File: src/hw/cpwm_defines.vh
// register map, field positions, reset values and timing for the counter pwm/capture block
`ifndef CPWM_DEFINES_VH
`define CPWM_DEFINES_VH

// byte offsets of the word-aligned registers
`define CPWM_OFS_CONFIG_FIRST   6'h00
`define CPWM_OFS_CONFIG_SECOND  6'h04
`define CPWM_OFS_RUN            6'h08
`define CPWM_OFS_CODE_A         6'h0c
`define CPWM_OFS_CODE_B         6'h10
`define CPWM_OFS_CODE_C         6'h14
`define CPWM_OFS_CODE_D         6'h18
`define CPWM_OFS_PORTB_OUT      6'h1c
`define CPWM_OFS_STATUS         6'h20

// counter_config_first fields
`define CPWM_DIR_A              0
`define CPWM_DIR_B              1
`define CPWM_DIR_C              2
`define CPWM_DIR_D              3
`define CPWM_JOIN_LOW           4
`define CPWM_JOIN_HIGH          5
`define CPWM_PWM_AB             6
`define CPWM_PWM_CD             7

// counter_config_second fields (low bit of each two-bit field)
`define CPWM_SIZE_AB_LSB        0
`define CPWM_SIZE_CD_LSB        2
`define CPWM_EDGE_LSB           4
`define CPWM_SRC_LSB            6

// encodings
`define CPWM_EDGE_OFF           2'h0
`define CPWM_EDGE_RISE          2'h1
`define CPWM_EDGE_FALL          2'h2
`define CPWM_EDGE_BOTH          2'h3
`define CPWM_SRC_PIN_TWO        2'h0
`define CPWM_SRC_PIN_THREE      2'h1
`define CPWM_SRC_TAP_16K        2'h2
`define CPWM_SRC_TAP_1K         2'h3

// reset values and the eight-bit count maximum
`define CPWM_RST_CONFIG         8'h00
`define CPWM_RST_CODE           8'h00
`define CPWM_RST_COUNT          8'h00
`define CPWM_MAX8               8'hff

// bus answer: one wait cycle before every access completes
`define CPWM_WAIT_CYCLES        1

`endif

File: src/hw/cpwm_core.v
// counter pwm generation and a/b capture block with an avalon-mm register slave
//
// Design decisions made here: the address map and the Avalon-MM slave port.
`timescale 1ns/1ns
`include "cpwm_defines.vh"

module cpwm_core #(
	parameter DATA_W = 32,
	parameter ADDR_W = 6
) (
	input  wire              sys_clk,
	input  wire              rst_n,
	input  wire              cnt_tick,
	input  wire              tap_1k,
	input  wire              tap_16k,
	input  wire              capture_pin_two,
	input  wire              capture_pin_three,
	input  wire [ADDR_W-1:0] avs_address,
	input  wire              avs_read,
	input  wire              avs_write,
	input  wire [DATA_W-1:0] avs_writedata,
	input  wire [3:0]        avs_byteenable,
	output reg  [DATA_W-1:0] avs_readdata,
	output wire              avs_waitrequest,
	output reg               port_out_pin_zero,
	output reg               port_out_pin_one,
	output reg               counter_a_interrupt,
	output reg               counter_b_interrupt
);

	// one step of an eight bit counter, wrapping both ways
	function [7:0] step8;
		input [7:0] val;
		input       up;
		begin
			step8 = up ? val + 8'h01 : val - 8'h01;
		end
	endfunction

	// one step of a cascaded pair, wrapping at zero and 0xffff
	function [15:0] step16;
		input [15:0] val;
		input        up;
		begin
			step16 = up ? val + 16'h0001 : val - 16'h0001;
		end
	endfunction

	// mask of the counter bits that form the pwm period
	function [15:0] size_mask;
		input [1:0] size;
		begin
			case (size)
				2'h3:    size_mask = 16'hffff;
				2'h2:    size_mask = 16'h3fff;
				2'h1:    size_mask = 16'h0fff;
				default: size_mask = 16'h03ff;
			endcase
		end
	endfunction

	// pwm level: count masked to the resolution compared with the code
	function pwm_level;
		input [15:0] count;
		input [15:0] code;
		input [15:0] mask;
		begin
			pwm_level = ((count & mask) <= code);
		end
	endfunction

	reg  [7:0]  counter_config_first;
	reg  [7:0]  counter_config_second;
	reg  [3:0]  counter_run;
	reg  [7:0]  code_a;
	reg  [7:0]  code_b;
	reg  [7:0]  code_c;
	reg  [7:0]  code_d;
	reg  [1:0]  portb_output_value;
	reg  [7:0]  cnt_a;
	reg  [7:0]  cnt_b;
	reg  [7:0]  cnt_c;
	reg  [7:0]  cnt_d;
	reg  [7:0]  shadow_a;
	reg  [7:0]  shadow_b;
	reg         capture_pending;
	reg         capture_seen;
	reg         cap_prev;
	reg         cap_now;
	reg         pin_two_meta;
	reg         pin_two_sync;
	reg         pin_three_meta;
	reg         pin_three_sync;
	reg         pwm_ab_q;
	reg         pwm_cd_q;
	reg         bus_ack;
	reg  [7:0]  next_read;

	wire        join_pair_low        = counter_config_first[`CPWM_JOIN_LOW];
	wire        join_pair_high       = counter_config_first[`CPWM_JOIN_HIGH];
	wire        pwm_select_pair_ab   = counter_config_first[`CPWM_PWM_AB];
	wire        pwm_select_pair_cd   = counter_config_first[`CPWM_PWM_CD];
	wire [1:0]  resolution_size_ab   = counter_config_second[`CPWM_SIZE_AB_LSB +: 2];
	wire [1:0]  resolution_size_cd   = counter_config_second[`CPWM_SIZE_CD_LSB +: 2];
	wire [1:0]  capture_edge_select  = counter_config_second[`CPWM_EDGE_LSB +: 2];
	wire [1:0]  capture_source_select = counter_config_second[`CPWM_SRC_LSB +: 2];
	wire        capture_on           = (capture_edge_select != `CPWM_EDGE_OFF);
	wire        bus_req              = avs_read | avs_write;
	wire        bus_write            = avs_write & bus_ack & avs_byteenable[0];
	wire        pwm_ab;
	wire        pwm_cd;
	wire        cap_edge;
	reg         cap_source;

	// every access waits one cycle, so read data can come from a flop
	assign avs_waitrequest = bus_req & ~bus_ack;

	always @(posedge sys_clk or negedge rst_n) begin
		if (!rst_n) begin
			bus_ack <= 1'b0;
		end else begin
			bus_ack <= bus_req & ~bus_ack;
		end
	end

	// register writes land on the cycle that waitrequest is low
	always @(posedge sys_clk or negedge rst_n) begin
		if (!rst_n) begin
			counter_config_first  <= `CPWM_RST_CONFIG;
			counter_config_second <= `CPWM_RST_CONFIG;
			counter_run           <= 4'h0;
			code_a                <= `CPWM_RST_CODE;
			code_b                <= `CPWM_RST_CODE;
			code_c                <= `CPWM_RST_CODE;
			code_d                <= `CPWM_RST_CODE;
			portb_output_value    <= 2'h0;
		end else if (bus_write) begin
			case (avs_address)
				`CPWM_OFS_CONFIG_FIRST:  counter_config_first  <= avs_writedata[7:0];
				`CPWM_OFS_CONFIG_SECOND: counter_config_second <= avs_writedata[7:0];
				`CPWM_OFS_RUN:           counter_run           <= avs_writedata[3:0];
				`CPWM_OFS_CODE_A:        code_a                <= avs_writedata[7:0];
				`CPWM_OFS_CODE_B:        code_b                <= avs_writedata[7:0];
				`CPWM_OFS_CODE_C:        code_c                <= avs_writedata[7:0];
				`CPWM_OFS_CODE_D:        code_d                <= avs_writedata[7:0];
				`CPWM_OFS_PORTB_OUT:     portb_output_value    <= avs_writedata[1:0];
				default: begin
				end
			endcase
		end
	end

	// read mux; a/b read the shadow while capture is on
	always @* begin
		case (avs_address)
			`CPWM_OFS_CONFIG_FIRST:  next_read = counter_config_first;
			`CPWM_OFS_CONFIG_SECOND: next_read = counter_config_second;
			`CPWM_OFS_RUN:           next_read = {4'h0, counter_run};
			`CPWM_OFS_CODE_A:        next_read = capture_on ? shadow_a : cnt_a;
			`CPWM_OFS_CODE_B:        next_read = capture_on ? shadow_b : cnt_b;
			`CPWM_OFS_CODE_C:        next_read = cnt_c;
			`CPWM_OFS_CODE_D:        next_read = cnt_d;
			`CPWM_OFS_PORTB_OUT:     next_read = {6'h00, portb_output_value};
			`CPWM_OFS_STATUS:        next_read = {5'h00, capture_pending, pwm_cd_q, pwm_ab_q};
			default:                 next_read = 8'h00;
		endcase
	end

	// data is caught in the wait cycle and stands at the completing edge
	always @(posedge sys_clk or negedge rst_n) begin
		if (!rst_n) begin
			avs_readdata <= {DATA_W{1'b0}};
		end else if (avs_read & ~bus_ack) begin
			avs_readdata <= {{(DATA_W-8){1'b0}}, next_read};
		end
	end

	// pins come from another domain, two flops before any use
	always @(posedge sys_clk or negedge rst_n) begin
		if (!rst_n) begin
			pin_two_meta   <= 1'b0;
			pin_two_sync   <= 1'b0;
			pin_three_meta <= 1'b0;
			pin_three_sync <= 1'b0;
		end else begin
			pin_two_meta   <= capture_pin_two;
			pin_two_sync   <= pin_two_meta;
			pin_three_meta <= capture_pin_three;
			pin_three_sync <= pin_three_meta;
		end
	end

	// capture source mux; prescaler taps are already on this clock
	always @* begin
		case (capture_source_select)
			`CPWM_SRC_TAP_1K:    cap_source = tap_1k;
			`CPWM_SRC_TAP_16K:   cap_source = tap_16k;
			`CPWM_SRC_PIN_THREE: cap_source = pin_three_sync;
			default:             cap_source = pin_two_sync;
		endcase
	end

	// the source is sampled only on counter ticks, so a level must last
	// at least one counter tick period to be seen as an edge
	always @(posedge sys_clk or negedge rst_n) begin
		if (!rst_n) begin
			cap_now  <= 1'b0;
			cap_prev <= 1'b0;
		end else if (cnt_tick) begin
			cap_now  <= cap_source;
			cap_prev <= cap_now;
		end
	end

	// edge qualification by the edge field
	assign cap_edge = capture_seen &
		(((capture_edge_select == `CPWM_EDGE_RISE) & cap_now & ~cap_prev) |
		 ((capture_edge_select == `CPWM_EDGE_FALL) & ~cap_now & cap_prev) |
		 ((capture_edge_select == `CPWM_EDGE_BOTH) & (cap_now ^ cap_prev)));

	// shadow load at the tick after the edge, interrupt one tick later;
	// one shared condition for a and b keeps the pair coherent
	always @(posedge sys_clk or negedge rst_n) begin
		if (!rst_n) begin
			shadow_a            <= `CPWM_RST_COUNT;
			shadow_b            <= `CPWM_RST_COUNT;
			capture_pending     <= 1'b0;
			capture_seen        <= 1'b0;
			counter_a_interrupt <= 1'b0;
			counter_b_interrupt <= 1'b0;
		end else begin
			counter_a_interrupt <= 1'b0;
			counter_b_interrupt <= 1'b0;
			if (cnt_tick) begin
				// first tick after enabling only primes the edge history
				capture_seen    <= capture_on;
				capture_pending <= 1'b0;
				if (capture_pending) begin
					counter_a_interrupt <= 1'b1;
					counter_b_interrupt <= 1'b1;
				end
				if (cap_edge) begin
					shadow_a        <= cnt_a;
					shadow_b        <= cnt_b;
					capture_pending <= 1'b1;
				end
			end
		end
	end

	// counters a/b: independent bytes or one 16-bit pair, a is the low byte;
	// plain counter mode events are not generated here, so only capture
	// raises the counter interrupts and pwm mode raises none
	always @(posedge sys_clk or negedge rst_n) begin
		if (!rst_n) begin
			cnt_a <= `CPWM_RST_COUNT;
			cnt_b <= `CPWM_RST_COUNT;
		end else if (cnt_tick) begin
			if (join_pair_low) begin
				if (counter_run[0]) begin
					{cnt_b, cnt_a} <= step16({cnt_b, cnt_a},
						counter_config_first[`CPWM_DIR_A]);
				end
			end else begin
				if (counter_run[0]) begin
					cnt_a <= step8(cnt_a, counter_config_first[`CPWM_DIR_A]);
				end
				if (counter_run[1]) begin
					cnt_b <= step8(cnt_b, counter_config_first[`CPWM_DIR_B]);
				end
			end
		end
	end

	// counters c/d, same structure, c is the low byte
	always @(posedge sys_clk or negedge rst_n) begin
		if (!rst_n) begin
			cnt_c <= `CPWM_RST_COUNT;
			cnt_d <= `CPWM_RST_COUNT;
		end else if (cnt_tick) begin
			if (join_pair_high) begin
				if (counter_run[2]) begin
					{cnt_d, cnt_c} <= step16({cnt_d, cnt_c},
						counter_config_first[`CPWM_DIR_C]);
				end
			end else begin
				if (counter_run[2]) begin
					cnt_c <= step8(cnt_c, counter_config_first[`CPWM_DIR_C]);
				end
				if (counter_run[3]) begin
					cnt_d <= step8(cnt_d, counter_config_first[`CPWM_DIR_D]);
				end
			end
		end
	end

	// masking the count sets the period to two to the resolution; a code
	// above the mask can never be reached, so the level stays high
	assign pwm_ab = join_pair_low ?
		pwm_level({cnt_b, cnt_a}, {code_b, code_a}, size_mask(resolution_size_ab)) :
		pwm_level({8'h00, cnt_a}, {8'h00, code_a}, {8'h00, `CPWM_MAX8});
	assign pwm_cd = join_pair_high ?
		pwm_level({cnt_d, cnt_c}, {code_d, code_c}, size_mask(resolution_size_cd)) :
		pwm_level({8'h00, cnt_c}, {8'h00, code_c}, {8'h00, `CPWM_MAX8});

	// resampled on the counter tick to strip compare glitches
	always @(posedge sys_clk or negedge rst_n) begin
		if (!rst_n) begin
			pwm_ab_q <= 1'b0;
			pwm_cd_q <= 1'b0;
		end else if (cnt_tick) begin
			pwm_ab_q <= pwm_ab;
			pwm_cd_q <= pwm_cd;
		end
	end

	// port b bits: pwm overrides the software value; pin mode and drive
	// type stay with the port b block outside
	always @(posedge sys_clk or negedge rst_n) begin
		if (!rst_n) begin
			port_out_pin_zero <= 1'b0;
			port_out_pin_one  <= 1'b0;
		end else begin
			port_out_pin_zero <= pwm_select_pair_ab ? pwm_ab_q : portb_output_value[0];
			port_out_pin_one  <= pwm_select_pair_cd ? pwm_cd_q : portb_output_value[1];
		end
	end

endmodule

File: config.mk
export PLATFORM = sky130hd
export DESIGN_NAME = cpwm_core
export DESIGN_NICKNAME = d
export VERILOG_FILES = /design/src/hw/cpwm_core.v
export VERILOG_INCLUDE_DIRS = /design/src /design/src/hw
export SDC_FILE = /design/constraint.sdc
export NUM_CORES = 1
export LEC_CHECK = 0
export BUFFER_PORTS_ARGS = -buffer_cell sky130_fd_sc_hd__buf_4
export CORE_AREA = 2 2 108 151
export DETAILED_ROUTE_END_ITERATION = 16
export DIE_AREA = 0 0 110 153
export HOLD_SLACK_MARGIN = 0.02
export PLACE_DENSITY_LB_ADDON = 0.12
export RECOVER_POWER = 50
export SLEW_MARGIN = 40
export SYNTH_ARGS = -nofsm -noshare
export SYNTH_HDL_FRONTEND = slang
export SYNTH_SLANG_ARGS = --single-unit
File: constraint.sdc
create_clock -name sys_clk -period 3.05 [get_ports sys_clk]
set_input_delay 0 -clock sys_clk [delete_from_list [all_inputs] [get_ports sys_clk]]
set_output_delay 0 -clock sys_clk [all_outputs]
set_load 0.01 [all_outputs]
==> reports/metrics.cfg, run 1 <==
[die]
core_um2 = 15500
die_area_um2 = 16800
die_height_um = 153
num_rows = 54
initial_core_util_pct = 53.0
io_pins = 88
fp.dieW_um = 110

[logic_synthesis]
synthTopCellsByCount = 124 x dfrtp_1, 80 x mux2_2, 73 x nand2_1
synth-edff-count = 0
yosysWarnings = 0
netlist_instances = 827
avgSynthCellArea_um2 = 9.91
synth_top_area_share_pct = 37.9
synth_area_um2 = 8190
async_flop_share_pct = 100
synth_seq_cells = 124
synth.most_common_cell = dfrtp_1
synth_top_area_cell = dfrtp_1
ys_seq_area_share_pct = 37.9
yosys-top-cells-area = dfrtp_1 38%, ha_1 11%, mux2_2 11%
synth_top_flop_cell = dfrtp_1
synth.distinct_cells = 60

[critical_path]
r2r_slack_ns = 0.28
cp_max_fo = 8
cp-start-kind = flop
crit_type = flop to flop
r2r-end = cnt_d[2]
rr_worst_depth = 10
crit_required_ns = 3.39
r2r_start = counter_config_first[2]
cp.arrival_ns = 3.10
endpoint = cnt_d[2]
end_kind = flop
cp-startpoint = counter_config_first[2]

[sta]
worst_pin_slew_ns = 1.58
rsz0062_at_grt = false
fin_crit_ns = 2.77
hold_violations = 0
drv_slew = 58
fin_crit_sh_pct = 90.8
fin_tns_setup_ns = 0
setup_viol = 0
relSlewSlack_pct = -5.65
timing.fmax_mhz = 361
fin_skew_ns = 0.0104

[detailed_routing]
vias = 6568
wirelength_mm = 22.4
drc_errors = 0
first_iter_violations = 518
first_pass_iters = 6
ant_nets = 0
wl_per_cell_um = 20.5
drt-vias-per-instance = 5.99

[pwr]
pwr-share-comb_pct = 47.2
p_seq_share_pct = 27.8
p_sw_share_pct = 40.4
power_switching_uw = 3410
p_leak_uw = 0.00446
p_clk_share_pct = 25.0
power_density_nw_per_um2 = 904
p_int_uw = 5030
vdd_drop_max_uv = 517

[place]
place_hpwl_mm = 16.7
port_buffers = 36
gp_congestion = 0.893
placed_cells = 1050

[run]
drv_cap = 1

[clock_tree]
cts-root-buf = clkbuf_16
numCtsBuffers = 17
hold_buffers = 14
post-cts-setup-buffer-count = 0
cts_resized = 0
clkTransAtPathRegs_ns = 0.06
cts_tree = yes
clkSinkCount = 124
h-tree-depth = 4
clockBufferDepth = 2
clock_latency_ns = 0.42

[global_route]
groute.usage.overall_pct = 27.8
grt.overflow.total = 0
grt_pass1_vias = 6788
grt_pass1_wl_mm = 35.5
antenna_found_initial = 0
grt_max_degree = 69

[worst_hold_path]
holdCritStartpoint = avs_address[2]
hold_class = primary input to flop

[cells_and_area]
final_nets = 1014
drive_gt1_share_pct = 17.8
n_antenna_cell = 0
stdcell_count = 1096
area_growth_pct = 13.9

[run_status]
status = finished, violations left
failed_checks = max-capacitance violations, max-slew violations

## cells in the final DEF (no fill, tap or decap), drive strengths merged, types with 8 or more instances in the layout
cell type    synthesis  layout
nand2               73      73
nand2b              10      10
xor2                17      17
clkbuf              18      35
inv                 48      55
dfrtp              124     124
conb                 1      24
buf                 28      33
and3                 9       9
nor2b                9       9
a22oi                9       9
dlygate4sd3          0      14
nand4                9       9
mux2                80      80
xnor2               21      21
o21ai               52      52
ha                  72      72
o21a                15      15
a21oi               52      52
a22o                 8       8
nor2                39      39
mux2i                8       8
a21o                25      25
nand3               15      15
## worst max-delay path: stages (launching register included)
cell      delay, ns
dfrtp_1        0.41
inv_1          0.26
ha_1           0.34
nor2b_1        0.15
o21ai_0        0.20
a21boi_0       0.20
o22ai_1        0.46
o21ai_0        0.18
xnor2_1        0.26
a21oi_1        0.10
o21ai_0        0.14
## area by class of cell
class | instances | area [um^2]
Clock buffer | 18 | 429
Clock inverter | 14 | 180
Fill cell | 1343 | 6140
Inverter | 48 | 180
Multi-Input combinational cell | 632 | 4730
Sequential cell | 124 | 3100
Tap cell | 196 | 245
Timing Repair Buffer | 64 | 464
## flip-flops by register name, indices dropped and copies added, names as in the netlist, 2 cells and up
signal / flops
counter_config_second: 8
shadow_b: 8
counter_run: 4
code_a: 8
code_c: 8
code_d: 8
code_b: 8
avs_readdata: 8
shadow_a: 8
cnt_b: 8
portb_output_value: 2
counter_config_first: 8
cnt_d: 8
cnt_a: 8
cnt_c: 8
## worst min path at each step
| stage | endpoint | cells past startpoint | slack, ns |
|---|---|---|---|
| global placement | pin_three_meta | 1 | 0.11 |
| finish | portb_output_value[0] | 3 | 0.05 |
| floorplan | avs_readdata[0] | 0 | -0.30 |
| detailed placement | pin_three_meta | 1 | 0.11 |
| global route | portb_output_value[0] | 3 | 0.06 |
| CTS | portb_output_value[0] | 3 | 0.03 |
## power by group through the flow
stage | clock network (uW) | registers (uW) | logic [uW]
floorplan | 0 | 2150 | 3090
global placement | 0 | 2370 | 3750
detailed placement | 0 | 2380 | 3920
CTS | 2120 | 2350 | 3970
global route | 2210 | 2390 | 4440
finish | 2110 | 2350 | 3980
## cell families (layout without fill, tap and decap cells)
group / Yosys count / in the layout / synth area share [%]
compound gates: 217 / 217 / 17.5
xor+xnor: 38 / 38 / 4.06
fa+ha+maj: 76 / 76 / 12.0
buf+inv: 94 / 144 / 5.45
flops: 124 / 124 / 37.9
mux: 89 / 89 / 12.2
other cells: 1 / 24 / 0.0458
simple gates: 188 / 188 / 10.8
## through the flow
stage / area (um^2) / setup WS, ns / util [%] / hold slack (ns) / total power, uW
5_1_grt: 9330 / 0.0836 / 60.3 / 0.0612 / 9050
4_1_cts: 9400 / 0.339 / 60.7 / 0.0326 / 8440
3_5_place_dp: 8650 / 0.351 / 55.9 / 0.110 / 6300
2_1_floorplan: 8280 / 0.392 / - / -0.296 / 5240
3_3_place_gp: 8650 / 0.419 / 55.9 / 0.109 / 6110
6_report: 9330 / 0.282 / 60.3 / 0.0481 / 8440
## routing by layer
metal / wire length (um) / global-route usage, %
met2: 12200 / 50.3
met1: 8590 / 31.1
met3: 654 / 3.84
met5: 0 / 0
met4: 999 / 13.1
No activity file was read; power rests on OpenSTA's default activity.
==> inputs of run 2 (changes only) <==
--- a/config.mk
+++ b/config.mk
@@ -7,9 +7,9 @@
 export NUM_CORES = 1
 export LEC_CHECK = 0
 export BUFFER_PORTS_ARGS = -buffer_cell sky130_fd_sc_hd__buf_4
-export CORE_AREA = 2 2 108 151
+export CORE_AREA = 2 2 156 220
 export DETAILED_ROUTE_END_ITERATION = 16
-export DIE_AREA = 0 0 110 153
+export DIE_AREA = 0 0 158 222
 export HOLD_SLACK_MARGIN = 0.02
 export PLACE_DENSITY_LB_ADDON = 0.12
 export RECOVER_POWER = 50
==> run 2 against run 1 <==
  * The flow still finishes with violations (max-capacitance violations, max-slew violations)
  * Design area rose by 3.7%
  * Global-route usage fell by 13 points
  * Critical path depth did not move
  * Setup slack got worse by 0.0053 ns
  * Clock power fell by 7%
  * Sequential power barely moved
  * Total power fell by 0.70%
  * Flip-flop and latch count did not move
  * Worst hold slack got worse by 0.010 ns
  * Non-clock buffer count rose by 8
  * Largest cell class unchanged
  * Highest routed layer unchanged
==> reports/metrics.cfg, run 2 (same netlist as run 1, synthesis figures left out) <==
[run_status]
status = finished, violations left
failed_checks = max-capacitance violations, max-slew violations

[cells_and_area]
n_antenna_cell = 0  ; unchanged
final_common_cell = dfrtp_1
layout_common_cells = 124 x dfrtp_1, 78 x mux2_2, 73 x nand2_1, 72 x ha_1, 52 x a21oi_1
area_growth_pct = 18.1
seq_area_um2 = 3100  ; unchanged
multi_input_area_um2 = 4730  ; about the same
fillers = 3529  ; +160%
final_nets = 1022  ; +0.79%
drive_gt1_share_pct = 18.4  ; +0.61 points

[global_route]
grt_max_degree = 74  ; +7.2%
grt.overflow.total = 0  ; unchanged
grtUsageMet1_pct = 16.7  ; -14 points
antenna_found_initial = 0  ; unchanged
use_met3_pct = 2.31  ; -1.5 points
use_met2_pct = 28.5  ; -22 points
groute.usage.overall_pct = 15.0  ; -13 points
grt_pass1_wl_mm = 39.1  ; +10%
grt_pass1_vias = 6670  ; -1.7%
grt-busiest-layer = met2

[die]
fp.dieW_um = 158  ; +44%
io_pins = 88  ; unchanged
die_height_um = 222  ; +45%
num_rows = 79  ; +46%
die_area_um2 = 35100  ; +110%
core_um2 = 33000  ; +110%
initial_core_util_pct = 24.8  ; -28 points

[detailed_routing]
first_pass_iters = 4  ; -2
wl_per_cell_um = 18.6  ; -9.3%
drt-vias-per-instance = 4.72  ; -21%
drc_errors = 0  ; unchanged
vias = 6387  ; -2.8%
first_iter_violations = 230  ; -56%
ant_nets = 0  ; unchanged
wirelength_mm = 25.1  ; +12%

[place]
port_buffers = 36  ; unchanged
gp_congestion = 0.757  ; -15%
place_hpwl_mm = 19.2  ; +15%

[clock_tree]
cts-root-buf = clkbuf_16
numCtsBuffers = 17  ; unchanged
clock_latency_ns = 0.44  ; +0.02 ns
h-tree-depth = 4  ; unchanged
clkTransAtPathRegs_ns = 0.06  ; about the same
cts_resized = 0  ; unchanged
clkSinkCount = 124  ; unchanged
cts_tree = yes
clockBufferDepth = 2  ; unchanged

[critical_path]
end_kind = flop
crit_type = flop to flop
cpPeakStageDelay_ns = 0.45  ; about the same
cpMostUsedCell = o22ai_1
cp-start-kind = flop
cp_top_family = compound AO/OA/AOI/OAI gates
path_cells = inv_1, ha_1, o21ai_0, o211a_1, or3_1, a311oi_1, o22ai_1, xnor2_1, o22ai_1, xor2_1
critPathBufInv = 1  ; unchanged
cp.arrival_ns = 3.09  ; about the same
cp_max_fo = 6  ; -2
cp_slowest_cell = dfrtp_1
crit_required_ns = 3.37  ; -0.02 ns

[sta]
relSlewSlack_pct = -38.3  ; -33 points
setup_viol = 0  ; unchanged
fin_crit_ns = 2.77  ; +0.00533 ns
fin_skew_ns = 0.0120  ; +0.00159 ns
rsz0062_at_grt = false
timing.fmax_mhz = 361  ; -0.19%
drv_slew = 73  ; +26%
fin_crit_sh_pct = 90.9  ; +0.17 points
hold_violations = 0  ; unchanged
worst_pin_slew_ns = 2.07  ; +0.490 ns
fin_tns_setup_ns = 0  ; unchanged

[pwr]
vdd_drop_max_uv = 435  ; -16%
finalPower_uw = 8380  ; -0.70%
p_leak_uw = 0.00448  ; +0.38%
power_density_nw_per_um2 = 866  ; -4.2%

[run]
drv_cap = 1  ; unchanged

[worst_hold_path]
hold_class = primary input to flop

## run 2: path summary, 6_finish.rpt
| check | start | to | slack, ns | cells past startpoint |
|---|---|---|---|---|
| max in group asynchronous | rst_n | avs_readdata[0] | 1.11 | 2 |
| worst min-delay path | tap_1k | cap_now | 0.04 | 3 |
| worst max-delay path | counter_config_first[2] | cnt_d[7] | 0.28 | 10 |
| worst max register to register | counter_config_first[2] | cnt_d[7] | 0.28 | 10 |
| worst min register to register | pin_two_meta | pin_two_sync | 0.35 | 0 |
| min in group asynchronous | rst_n | code_d[2] | 0.70 | 2 |
## run 2: per-stage QoR
step	hold slack (ns)	util [%]	cells	cell area (um^2)	worst slack [ns]
global route	0.0368	29.3	1353	9680	0.0551
CTS	0.0303	29.5	1353	9730	0.248
detailed placement	0.111	27.3	1306	9010	0.254
global placement	0.112	27.3	1306	9010	0.254
finish	0.0378	29.3	1353	9680	0.277
floorplan	-0.296	-	850	8280	0.392
## run 2: per-layer routing
layer	vias up	part of all wire, %
met5	-	0
met4	0	1.9
met3	22	2.0
met2	78	56
met1	3189	40
li1	3098	-
## run 2: worst min-delay path: cells and delay by family
family / cells / cell delay [ns]
muxes: 2 / 0.36
buffers and inverters: 1 / 0.08
## run 2: timing repair
| action | 4_1_cts | 5_1_grt |
|---|---|---|
| hold endpoints to repair | 132 | 0 |
| buffers inserted | 0 | 0 |
| hold buffers | 15 | 0 |
| endpoints found under the setup margin | 0 | 0 |
## run 2: power by group
group,switching (uW),total [uW],internal (uW)
combinational,2210,4090,1880
sequential,424,2320,1900
clock,838,1970,1130
total,3470,8380,4910
## run 2: final cells by class
cell class	instances	area share [%]
Multi-Input combinational cell	632	48.9
Clock buffer	17	4.40
Sequential cell	124	32.1
Inverter	48	1.86
Tap cell	445	5.75
Timing Repair Buffer	72	5.57
Clock inverter	15	1.46
==> inputs of run 3 (changes only) <==
--- a/config.mk
+++ b/config.mk
@@ -11,7 +11,7 @@
 export DETAILED_ROUTE_END_ITERATION = 16
 export DIE_AREA = 0 0 158 222
 export HOLD_SLACK_MARGIN = 0.02
-export PLACE_DENSITY_LB_ADDON = 0.12
+export PLACE_DENSITY = 0.43
 export RECOVER_POWER = 50
 export SLEW_MARGIN = 40
 export SYNTH_ARGS = -nofsm -noshare
==> run 3 against run 2 <==
  * The run still ends with max-capacitance violations, max-slew violations left
  * Routed wire length shrank 4.7%
  * Maximum frequency rose by 1.4%
  * Flip-flop and latch count stayed put
  * Via count shrank 1.2%
  * Critical path depth unchanged
  * Combinational power decreased by 1%
  * Total power shrank 0.74%
  * Clock skew shrank 0.0042 ns
  * Largest cell class unchanged
==> reports/metrics.cfg, run 3 (same netlist as run 1, synthesis figures left out) <==
[run_status]
status = finished, violations left
failed_checks = max-capacitance violations, max-slew violations

[die]
io_pins = 88  ; unchanged
initial_core_util_pct = 24.8  ; unchanged
die_height_um = 222  ; unchanged
core_um2 = 33000  ; unchanged
fp.dieW_um = 158  ; unchanged
num_rows = 79  ; unchanged
die_area_um2 = 35100  ; unchanged

[place]
place_hpwl_mm = 18.3  ; -4.5%
postPlaceCellArea_um2 = 9040  ; +0.31%
port_buffers = 36  ; unchanged
gp_congestion = 0.808  ; +6.7%

[critical_path]
cp-start-kind = flop
r2r_start = counter_config_first[2]
crit_required_ns = 3.38  ; about the same
r2r_slack_ns = 0.31  ; +0.04 ns
end_kind = flop
r2r-end = cnt_d[6]
cp-startpoint = counter_config_first[2]
crit_type = flop to flop
cp.arrival_ns = 3.07  ; -0.02 ns
cp_max_fo = 4  ; -2
endpoint = cnt_d[6]
rr_worst_depth = 10  ; unchanged

[pwr]
p_int_uw = 5000  ; +1.9%
p_seq_share_pct = 27.9  ; +0.2 points
pwr-share-comb_pct = 48.7  ; about the same
power_density_nw_per_um2 = 859  ; -0.79%
vdd_drop_max_uv = 413  ; -5.1%
p_leak_uw = 0.00450  ; +0.36%
p_sw_share_pct = 39.9  ; -1.5 points
p_clk_share_pct = 23.5  ; about the same
power_switching_uw = 3320  ; -4.4%

[clock_tree]
h-tree-depth = 4  ; unchanged
clockBufferDepth = 2  ; unchanged
cts_resized = 0  ; unchanged
clkTransAtPathRegs_ns = 0.06  ; about the same
clkSinkCount = 124  ; unchanged
cts_tree = yes
cts-root-buf = clkbuf_16
numCtsBuffers = 17  ; unchanged
clock_latency_ns = 0.42  ; -0.02 ns

[detailed_routing]
drc_errors = 0  ; unchanged
vias = 6308  ; -1.2%
ant_nets = 0  ; unchanged
drt-vias-per-instance = 4.67  ; -1.2%
first_pass_iters = 4  ; unchanged
first_iter_violations = 346  ; +50%
wl_per_cell_um = 17.7  ; -4.6%
wirelength_mm = 23.9  ; -4.7%

[cells_and_area]
n_antenna_cell = 0  ; unchanged
final_util_pct = 29.3  ; about the same
drive_gt1_share_pct = 18.0  ; -0.42 points
area_growth_pct = 18.2  ; about the same
fillers = 3502  ; -0.77%
layout_common_cells = 124 x dfrtp_1, 79 x mux2_2, 73 x nand2_1, 72 x ha_1, 52 x a21oi_1
final_common_cell = dfrtp_1
final_nets = 1022  ; unchanged
design_area_um2 = 9680  ; about the same

[sta]
fin_tns_setup_ns = 0  ; unchanged
timing.fmax_mhz = 366  ; +1.4%
relSlewSlack_pct = -74.7  ; -36 points
drv_slew = 44  ; -40%
fin_skew_ns = 0.00779  ; -0.00423 ns
fin_crit_ns = 2.74  ; -0.0381 ns
fin_crit_sh_pct = 89.7  ; -1.2 points
rsz0062_at_grt = false
setup_viol = 0  ; unchanged
worst_pin_slew_ns = 2.62  ; +0.545 ns
hold_violations = 0  ; unchanged

[worst_hold_path]
hold_depth = 3  ; unchanged
hold_class = primary input to flop

[global_route]
antenna_found_initial = 0  ; unchanged
groute.usage.overall_pct = 14.2  ; -0.75 points
grt.overflow.total = 0  ; unchanged
grt_max_degree = 45  ; -39%
grt_pass1_wl_mm = 37.5  ; -4.2%
grt_pass1_vias = 6513  ; -2.4%

[run]
drv_cap = 1  ; unchanged

==> run 3: worst min path at each step <==
stage	start	to	slack (ns)
after floorplan	rst_n	avs_readdata[0]	-0.30
after global placement	capture_pin_two	pin_two_meta	0.11
after detailed placement	rst_n	code_d[7]	-0.02
after CTS	avs_address[2]	portb_output_value[0]	0.03
after global routing	avs_address[2]	portb_output_value[0]	0.05
final	avs_address[2]	portb_output_value[0]	0.05
==> run 3: power by group through the flow <==
stage	sequential (uW)	clock (uW)	combinational, uW
6_report	2320	1950	4050
5_1_grt	2370	2070	4600
4_1_cts	2330	2000	4110
3_5_place_dp	2360	0	4060
3_3_place_gp	2350	0	4060
2_1_floorplan	2150	0	3090
==> run 3: area by class of cell <==
| cell class | instances | area [um^2] | area share, % |
|---|---|---|---|
| clock buffers | 23 | 468 | 4.83 |
| clock inverters | 8 | 92.6 | 0.956 |
| inverters | 48 | 180 | 1.86 |
| multi-input cells | 632 | 4730 | 48.9 |
| flip-flops and latches | 124 | 3100 | 32.0 |
| well taps | 445 | 557 | 5.75 |
| repair buffers | 72 | 551 | 5.69 |
==> run 3: metal layers <==
| layer | GRT usage (%) | share of wire, % | vias up |
|---|---|---|---|
| li1 | - | - | 3088 |
| met1 | 16.3 | 41 | 3089 |
| met2 | 26.1 | 54 | 96 |
| met3 | 1.94 | 1.9 | 35 |
| met4 | 6.10 | 3.4 | 0 |
| met5 | 0 | 0 | - |
==> run 3: critical path: stages (launching register included) <==
cell,delay [ns]
dfrtp_1,0.38
buf_4,0.16
fa_1,0.46
nor2b_1,0.13
o21ai_0,0.10
a21boi_0,0.36
o22ai_1,0.26
o311ai_1,0.37
xor2_1,0.18
a21oi_1,0.08
o21ai_0,0.15
==> run 3: stage by stage <==
stage          hold WS (ns)  setup WS [ns]  instances  total power, uW
2_1_floorplan        -0.296          0.392        850             5240
3_3_place_gp          0.112          0.312       1306             6410
3_5_place_dp        -0.0249          0.337       1307             6420
4_1_cts              0.0291          0.307       1352             8440
5_1_grt              0.0540         0.0587       1352             9040
6_report             0.0474          0.315       1352             8320
==> run 3: timing repair <==
item	4_1_cts	5_1_grt
endpoints found under the hold margin	141	0
hold buffers	14	0
buffers inserted	0	0
